<file path="config.mk">
export PLATFORM = sky130hd
export DESIGN_NAME = bbx_exec
export DESIGN_NICKNAME = d
export VERILOG_FILES = /design/src/rtl/bbx_pkg.sv /design/src/rtl/bbx_exec.sv
export VERILOG_INCLUDE_DIRS = /design/src /design/src/rtl
export SDC_FILE = /design/constraint.sdc
export NUM_CORES = 2
export LEC_CHECK = 0
export ABC_AREA = 0
export BUFFER_PORTS_ARGS = -buffer_cell sky130_fd_sc_hd__buf_4
export CAP_MARGIN = 0
export CORE_MARGIN = 3
export CORE_UTILIZATION = 35
export DETAILED_ROUTE_END_ITERATION = 8
export PLACE_DENSITY_LB_ADDON = 0.3
export SYNTH_ARGS = -nofsm -noshare
export SYNTH_HDL_FRONTEND = slang
export SYNTH_SLANG_ARGS = --single-unit
</file>
<file path="constraint.sdc">
create_clock -name clock -period 5.3 [get_ports clock]
set_input_delay 0.795 -clock clock [delete_from_list [all_inputs] [get_ports clock]]
set_output_delay 0.795 -clock clock [all_outputs]
set_load 0.01 [all_outputs]
</file>
<file path="src/rtl/bbx_cfg.svh">
// Constants of the byte and bit execute block: widths, file addresses,
// bus map, field positions and reset values.
// Assumes it is included by bare name before the package and the module.
`ifndef BBX_CFG_SVH
`define BBX_CFG_SVH

// Operand and file-space widths
`define BBX_DATA_W      8
`define BBX_FILE_W      7

// Special file addresses inside the 128-byte file space
`define BBX_TMR_ADDR    7'h01
`define BBX_PORT_ADDR   7'h05

// Register bus map, byte addresses
`define BBX_REG_WORK    8'h00
`define BBX_REG_FLAGS   8'h01
`define BBX_REG_CTRL    8'h02
`define BBX_REG_STATE   8'h03
`define BBX_FILE_WIN    7

// Field positions in the flag, control and state registers
`define BBX_FLAG_C      0
`define BBX_FLAG_DIG    1
`define BBX_FLAG_Z      2
`define BBX_CTRL_PSA    0
`define BBX_STATE_NOP   0

// Reset values
`define BBX_WORK_RST    8'h00
`define BBX_FILE_RST    8'h00
`define BBX_RDATA_RST   8'h00

`endif

</file>
<file path="src/rtl/bbx_pkg.sv">
// Types of the byte and bit execute block: operation codes and states.
// Assumes the core's decoder delivers one of these one-hot codes.
package bbx_pkg;

   // One-hot operation codes presented by the decoder
   typedef enum logic [7:0] {
      op_nop                     = 8'h01,
      op_add_literal_to_work     = 8'h02,
      op_add_work_to_file        = 8'h04,
      op_and_literal_with_work   = 8'h08,
      op_and_work_with_file      = 8'h10,
      op_file_bit_clear          = 8'h20,
      op_file_bit_set            = 8'h40,
      op_test_bit_skip_when_clear = 8'h80
   } bbx_op_t;

   // Execute or discarded second cycle
   typedef enum logic [1:0] {
      st_exec = 2'b01,
      st_nop  = 2'b10
   } bbx_state_t;

endpackage

</file>
<file path="src/rtl/bbx_exec.sv">
// Execute stage for literal and file add/AND, bit set/clear and
// bit-test-skip, with the file space, working register and flags.
// Assumes a decoder presents one instruction per cycle on ins_* and a
// fetch unit honours skip_next by discarding the following instruction.
//
// Chosen here: the placing of the registers and strobed register access.
`timescale 1ns/1ps
`include "bbx_cfg.svh"

// Contract
// - Read-modify-write of the I/O port reads pin levels, not the latch.
// - Writing the timer counter by instruction clears its prescaler when assigned; bus writes do not.
// - Skipping instructions take two cycles; the second is a NOP.
// - Literal add puts work plus literal in work; sets all three flags.
// - File add sums work and file register 0..127; sets all flags.
// - Destination zero writes work; destination one writes the file.
// - Literal AND puts work AND literal in work; only Z changes.
// - File AND goes to the chosen destination; only Z changes.
// - Bit clear zeroes one bit of a file register; flags untouched.
// - Bit set raises one bit of a file register; flags untouched.
// - Test-skip runs next instruction if bit set, else a NOP cycle.
module bbx_exec #(
   parameter int FILE_W = `BBX_FILE_W
) (
   input  wire logic              clock,
   input  wire logic              nrst,
   input  wire logic              ce,
   input  wire logic              ins_valid,
   output logic                   ins_ready,
   input  wire bbx_pkg::bbx_op_t  ins_op,
   input  wire logic [FILE_W-1:0] ins_file,
   input  wire logic [2:0]        ins_bit,
   input  wire logic              ins_dest,
   input  wire logic [7:0]        ins_literal,
   output logic                   skip_next,
   output logic                   nop_cycle,
   output logic                   prescaler_clear,
   input  wire logic [7:0]        port_pins,
   output logic [7:0]             port_latch,
   output logic [7:0]             work,
   output logic                   carry,
   output logic                   digit_carry_flag,
   output logic                   zero,
   input  wire logic [7:0]        bus_addr,
   input  wire logic [7:0]        bus_wdata,
   input  wire logic              bus_wr,
   input  wire logic              bus_rd,
   output logic [7:0]             bus_rdata
);
   import bbx_pkg::*;

   localparam int DEPTH = 2 ** FILE_W;

   bbx_state_t        state;
   logic [7:0]        file_mem [DEPTH];
   logic              prescaler_assigned;
   logic              exec_fire;
   logic [7:0]        opnd;
   logic [7:0]        src_b;
   logic [8:0]        sum9;
   logic [4:0]        sum_lo;
   logic [7:0]        res;
   logic              res_c;
   logic              res_dc;
   logic              wr_work;
   logic              wr_file;
   logic              upd_cdc;
   logic              upd_z;
   logic              skip_cond;
   logic              bus_file;
   logic [7:0]        rd_mux;

   // One-hot select of the bit an instruction works on
   function automatic logic [7:0] bit_mask(input logic [2:0] b);
      bit_mask = 8'h01 << b;
   endfunction

   // File read as an instruction sees it; the port shows its pins
   function automatic logic [7:0] file_read(input logic [FILE_W-1:0] f);
      if (f == FILE_W'(`BBX_PORT_ADDR)) begin
         file_read = port_pins;
      end else begin
         file_read = file_mem[f];
      end
   endfunction

   // Handshake: accepted whenever not frozen; a NOP cycle eats one
   assign ins_ready = ce;
   assign exec_fire = ce & ins_valid & (state == st_exec);
   assign nop_cycle = (state == st_nop);
   assign skip_next = exec_fire & skip_cond;
   assign port_latch = file_mem[FILE_W'(`BBX_PORT_ADDR)];
   assign bus_file = bus_addr[`BBX_FILE_WIN];

   // Operand fetch and shared adder for both add forms
   always_comb begin
      opnd = file_read(ins_file);
      if (ins_op == op_add_literal_to_work) begin
         src_b = ins_literal;
      end else begin
         src_b = opnd;
      end
      sum9 = {1'b0, work} + {1'b0, src_b};
      sum_lo = {1'b0, work[3:0]} + {1'b0, src_b[3:0]};
      res_c = sum9[8];
      res_dc = sum_lo[4];
   end

   // Operation select: result, destination and which flags move
   always_comb begin
      res = 8'h00;
      wr_work = 1'b0;
      wr_file = 1'b0;
      upd_cdc = 1'b0;
      upd_z = 1'b0;
      skip_cond = 1'b0;
      case (ins_op)
         op_add_literal_to_work: begin
            res = sum9[7:0];
            wr_work = 1'b1;
            upd_cdc = 1'b1;
            upd_z = 1'b1;
         end
         op_add_work_to_file: begin
            res = sum9[7:0];
            wr_work = ~ins_dest;
            wr_file = ins_dest;
            upd_cdc = 1'b1;
            upd_z = 1'b1;
         end
         op_and_literal_with_work: begin
            res = work & ins_literal;
            wr_work = 1'b1;
            upd_z = 1'b1;
         end
         op_and_work_with_file: begin
            res = work & opnd;
            wr_work = ~ins_dest;
            wr_file = ins_dest;
            upd_z = 1'b1;
         end
         op_file_bit_clear: begin
            res = opnd & ~bit_mask(ins_bit);
            wr_file = 1'b1;
         end
         op_file_bit_set: begin
            res = opnd | bit_mask(ins_bit);
            wr_file = 1'b1;
         end
         op_test_bit_skip_when_clear: begin
            skip_cond = ~opnd[ins_bit];
         end
         default: begin
            res = 8'h00;
         end
      endcase
   end

   // Sequencer: a taken skip turns the next cycle into a NOP
   always_ff @(posedge clock) begin
      if (!nrst) begin
         state <= st_exec;
      end else if (ce) begin
         case (state)
            st_exec: begin
               if (skip_next) begin
                  state <= st_nop;
               end
            end
            st_nop: begin
               state <= st_exec;
            end
            default: begin
               state <= st_exec;
            end
         endcase
      end
   end

   // Working register; an executing instruction beats a bus write
   always_ff @(posedge clock) begin
      if (!nrst) begin
         work <= `BBX_WORK_RST;
      end else if (ce) begin
         if (exec_fire && wr_work) begin
            work <= res;
         end else if (bus_wr && bus_addr == `BBX_REG_WORK) begin
            work <= bus_wdata;
         end
      end
   end

   // Flags; only the instruction's own flags move, bus loses the cycle
   always_ff @(posedge clock) begin
      if (!nrst) begin
         carry <= 1'b0;
         digit_carry_flag <= 1'b0;
         zero <= 1'b0;
      end else if (ce) begin
         if (exec_fire) begin
            if (upd_cdc) begin
               carry <= res_c;
               digit_carry_flag <= res_dc;
            end
            if (upd_z) begin
               zero <= (res == 8'h00);
            end
         end else if (bus_wr && bus_addr == `BBX_REG_FLAGS) begin
            carry <= bus_wdata[`BBX_FLAG_C];
            digit_carry_flag <= bus_wdata[`BBX_FLAG_DIG];
            zero <= bus_wdata[`BBX_FLAG_Z];
         end
      end
   end

   // Prescaler ownership bit, set by software
   always_ff @(posedge clock) begin
      if (!nrst) begin
         prescaler_assigned <= 1'b0;
      end else if (ce && bus_wr && bus_addr == `BBX_REG_CTRL) begin
         prescaler_assigned <= bus_wdata[`BBX_CTRL_PSA];
      end
   end

   // File space; port latch lives at its own address in the array
   always_ff @(posedge clock) begin
      if (!nrst) begin
         for (int i = 0; i < DEPTH; i++) begin
            file_mem[i] <= `BBX_FILE_RST;
         end
      end else if (ce) begin
         if (exec_fire && wr_file) begin
            file_mem[ins_file] <= res;
         end else if (bus_wr && bus_file) begin
            file_mem[bus_addr[FILE_W-1:0]] <= bus_wdata;
         end
      end
   end

   // Prescaler clear pulse, one cycle after the timer write
   always_ff @(posedge clock) begin
      if (!nrst) begin
         prescaler_clear <= 1'b0;
      end else if (ce) begin
         prescaler_clear <= exec_fire & wr_file & prescaler_assigned &
            (ins_file == FILE_W'(`BBX_TMR_ADDR));
      end
   end

   // Read decode; unmapped addresses answer zero
   always_comb begin
      if (bus_file) begin
         rd_mux = file_mem[bus_addr[FILE_W-1:0]];
      end else if (bus_addr == `BBX_REG_WORK) begin
         rd_mux = work;
      end else if (bus_addr == `BBX_REG_FLAGS) begin
         rd_mux = {5'h00, zero, digit_carry_flag, carry};
      end else if (bus_addr == `BBX_REG_CTRL) begin
         rd_mux = {7'h00, prescaler_assigned};
      end else if (bus_addr == `BBX_REG_STATE) begin
         rd_mux = {7'h00, nop_cycle};
      end else begin
         rd_mux = 8'h00;
      end
   end

   // Read data stands only in the cycle after the strobe
   always_ff @(posedge clock) begin
      if (!nrst) begin
         bus_rdata <= `BBX_RDATA_RST;
      end else if (ce) begin
         bus_rdata <= bus_rd ? rd_mux : 8'h00;
      end
   end
endmodule

</file>
### Word level (Yosys, flattened, before mapping)

Memory sizes are Yosys's and may differ from the RTL's.
Cells that the tools add are included.

| operators by class | value |
|---|---|
| order comparisons | 1 |
| mux-type cells | 45 |
| eq/ne operators | 17 |
| add/subtract/negate cells | 2 |
| shift operators | 1 |
| reductions and logical operators | 22 |
| bitwise logic cells | 13 |

Operators by type and width:

| cell | number |
|---|---|
| $mux 8 | 9 |
| $pmux 8 s5 | 1 |
| $mux 1 | 27 |
| $and 8x8->8 | 3 |
| $eq 8x2->1 const B | 3 |
| $logic_not 8->1 | 2 |
| $reduce_or 8->1 | 2 |
| $mux 7 | 2 |
| $add 8x8->9 | 1 |
| $eq 8x1->1 const B | 1 |
| $eq 8x3->1 const B | 1 |
| $eq 8x4->1 const B | 1 |
| $eq 8x5->1 const B | 1 |
| $eq 8x6->1 const B | 1 |
| $eq 8x7->1 const B | 1 |
| $eq 8x8->1 const B | 1 |
| $not 8->8 | 1 |
| $or 8x8->8 | 1 |
| $reduce_or 2->1 | 4 |
| $shl 1x3->8 const A | 1 |
| $eq 7x1->1 const B | 1 |
| $eq 7x3->1 const B | 1 |
| $logic_and 1x1->1 | 7 |
| $and 1x1->1 | 6 |
| other kinds (15) | 22 |

| storage, ports and cells | value |
|---|---|
| memories kept | 1 |
| logic and storage cells | 110 |
| input port bits | 57 |
| flip-flop bits (word level) | 23 |
| bits in writable memories | 1024 |
| output and inout port bits | 31 |

Memory list:

| memory | depth | width | rd ports | clocked after memory_dff | write ports | line | source |
|---|---|---|---|---|---|---|---|
| file_mem | 128 | 8 | 3 | 0 | 128 | bbx_exec.sv:55 | `logic [7:0] file_mem [DEPTH];` |

### Depth between registers and ports, before layout

| depth | value |
|---|---|
| depth in word-level cells | 11 |
| gate-level depth with buffers | 25 |
| mapped depth without buffers | 18 |

### Worst setup path after synthesis

OpenSTA, ideal clock, no wires.

| timing | value |
|---|---|
| path kind | input to register |
| from | input ins_file[1] |
| to | memory file_mem[107][6], data pin |
| setup slack | 207 ps |
| stages on the path | 25 |
| data arrival time | 4831 ps |
| data required time | 5039 ps |
| buffers on the path | 7 |
| library setup time | 261 ps |
| path through | buf_4 -> buf_6 -> buf_2 -> buf_2 -> buf_2 -> mux4_2 -> a22oi_1 -> o21ai_0 -> nor3_1 -> a32oi_1 -> nand2_1 -> nand2_1 -> ha_1 -> fa_1 -> a21o_1 -> a21oi_1 -> o21bai_1 -> a21oi_1 -> xnor2_1 -> a21oi_1 -> o21ai_1 -> mux2i_1 -> buf_2 -> buf_4 -> nor2_1 |

RTL lines:

| element | line | source |
|---|---|---|
| from (decl) | bbx_exec.sv:31 | `input wire logic [FILE_W-1:0] ins_file,` |
| to (decl) | bbx_exec.sv:55 |  |

==> reports/results.ini <==
[route]
drc_errors = 0
dr.pass1.iters = 5
drt_iter0_markers = 5039
routedWlPerCell_um = 30.80
wirelength_um = 207100
vias_per_cell = 5.956
num_vias = 40060
final_antenna_net_count = 0

[power_and_ir_drop]
ir_worst_vdd_mv = 0.2442
power.density_nw_per_um2 = 306.8
leakage_nw = 23.15
total_power_mw = 20.59

[clock_tree]
clk_path_buf_depth = 3
h-tree-depth = 3
cts.reportedPaths.clkPinSlew_ps = 60
cts_root_buf = clkbuf_16
clock_sinks = 1047
cts_tree = done
clk_latency_ps = 760
cts_buffers = 115

[synth]
yosysSeqAreaShare_pct = 55.17
synthArstFlopShare_pct = 0
synthCells = 4085
synth_area_um2 = 56570
synth_edf_count = 1024
synth-seq-cells = 1047
ys_types = 82
synth.avg_cell_area_um2 = 13.85
yosys_warnings = 0
syn_nets = 4151
ys_dominant_reg_cell = edfxtp_1

[hold_path]
hp-class = in2reg
hp-start = bus_wdata[4]

[critical_path]
path_common_cell = buf_12
worstSetupEndpointType = flip-flop
crit_required_ps = 5760
cp_max_fo = 33
critPathArrivalTime_ps = 5710
slowest_delay_ps = 430
crit_path_top_delay_cell = a221oi_2
startpoint_type = primary input
crit_start = ins_file[1]
path_class = in2reg
rr_startpoint = file_mem[39][1]

[final_layout]
final_util_pct = 42.09
drive_gt1_share_pct = 32.71
fillers = 14500
multi_input_area_um2 = 23320
seq_area_um2 = 31210
syn2layout_area_growth_pct = 18.66
postLayoutCellArea_um2 = 67120
layout.nets = 4540
final_common_cell = nor2_1
layout_common_cells = 1088 x nor2_1, 1024 x edfxtp_1, 541 x mux4_2, 539 x buf_4, 285 x nand2_1

[grt]
grt.overflow.total = 0
grt_max_degree = 89
grt_usage_pct = 24.39
grt_pass1_wl_um = 294500
antenna_found_initial = 12
grt_pass1_vias = 39380

[floorplan]
die_area_um2 = 166500
die_y_um = 408.0
num_rows = 146
ios = 88
core_um2 = 159500
die_x_um = 408.0
start_util_pct = 35.47

[placed_design]
dpl_cell_area_um2 = 63030
dp_hpwl_um = 149100
portBuffers = 87
dpl_worst_slack_ps = -963.4
place_congestion = 0.9925

[sta]
setup_viol = 0
skew_ps = 46.83
setup_ws_ps = 53.77
period_share_pct = 98.99
grt_setup_unrepaired = false
fmax_ghz = 0.1906
slew_headroom_pct = 5.914
drv_slew = 0
period_minus_slack_ps = 5246
worst_pin_slew_ps = 1405
hold_viol = 0

[run_status]
status = completed

[job]
drv_cap = 0

metal layers:
metal / share of wire [%] / up-vias / track usage, %
li1: - / 16400 / -
met3: 12 / 459 / 6.492
met1: 39 / 20630 / 33.64
met2: 44 / 2569 / 36.54
met4: 4.9 / 6 / 10.06
met5: 0.029 / - / 0
timing repair:
| action | CTS | global route |
|---|---|---|
| cloned | 0 | 1 |
| setup endpoints to repair | 335 | 380 |
| pin swaps | 0 | 1 |
| hold endpoints to repair | 0 | 0 |
| buffers inserted | 0 | 1 |
| gates resized for setup | 2 | 10 |
| hold buffers | 0 | 0 |
cell type report:
cell class,instances,share of cell area [%]
flip-flops and latches,1047,46.50
multi-input cells,2667,34.74
repair buffers,632,8.765
clock buffers,140,4.565
well taps,2146,4.000
clock inverters,74,1.337
inverters,11,0.06152
diodes,8,0.02983
state kept, by name (all words and copies together), names as in the netlist:
name                flops
file_mem             1024
bus_rdata               8
work                    8
state                   2
carry                   1
digit_carry_flag        1
prescaler_assigned      1
prescaler_clear         1
zero                    1
power by group:
group | switching [mW] | internal, mW
combinational | 1.47 | 1.09
sequential | 0.147 | 9.33
clock | 3.52 | 5.03
stage by stage:
stage	hold WS [ps]	std cells	setup TNS (ps)
after detailed placement	474.9	6501	-562210
after global placement	473.2	6501	-593860
after global routing	422.6	6718	0
after CTS	352.8	6715	0
after floorplan	463.5	4085	0
final	399.3	6725	0
kinds of logic after synthesis:
logic type / synth area share, %
simple gates: 12.04
xor+xnor: 0.1394
flops: 55.17
compound gates: 3.721
fa+ha+maj: 0.2124
buf+inv: 3.966
mux: 24.75
path summary, 6_finish.rpt:
kind                      to  slack [ps]  cells after the start
max          file_mem[23][7]          50                     25
min                  work[4]         400                      3
max reg2reg  file_mem[23][7]         270                     20
min reg2reg     bus_rdata[3]         490                      2
synth_stat cells (8+ instances only):
library cell / number / area, µm²
a211oi_1: 10 / 75.07
nand2b_1: 15 / 93.84
buf_2: 128 / 640.6
nor2_1: 1088 / 4084
nand2_2: 69 / 431.7
nor2b_1: 37 / 231.5
clkbuf_1: 94 / 352.8
a32oi_1: 9 / 78.83
a31o_2: 11 / 96.34
dfxtp_1: 23 / 460.4
o31ai_1: 10 / 75.07
nor3_1: 15 / 75.07
a21oi_1: 50 / 250.2
o21ai_0: 50 / 250.2
and2_1: 21 / 131.4
buf_1: 20 / 75.07
a22o_1: 15 / 131.4
a221oi_1: 11 / 96.34
nand3_1: 33 / 165.2
a22oi_1: 41 / 307.8
a21boi_0: 8 / 60.06
mux4_2: 541 / 12180
a31oi_1: 15 / 93.84
buf_6: 62 / 698.2
buf_4: 54 / 405.4
nand2_1: 285 / 1070
mux2i_1: 154 / 1541
o21ai_1: 10 / 50.05
edfxtp_1: 1024 / 30750
inv_1: 9 / 33.78
ha_1: 8 / 100.1
nand3b_1: 17 / 127.6
mux2_2: 22 / 247.7
worst max-delay path: cells and delay by family:
kind,cells,cell delay [ps]
AO/OA/AOI/OAI,10,2170
buffers and inverters,9,1690
multiplexers,3,440
adder cells (fa/ha/maj),1,270
XOR/XNOR,1,180
AND/OR/NAND/NOR,1,60
No activity file was read; power rests on OpenSTA's default activity.
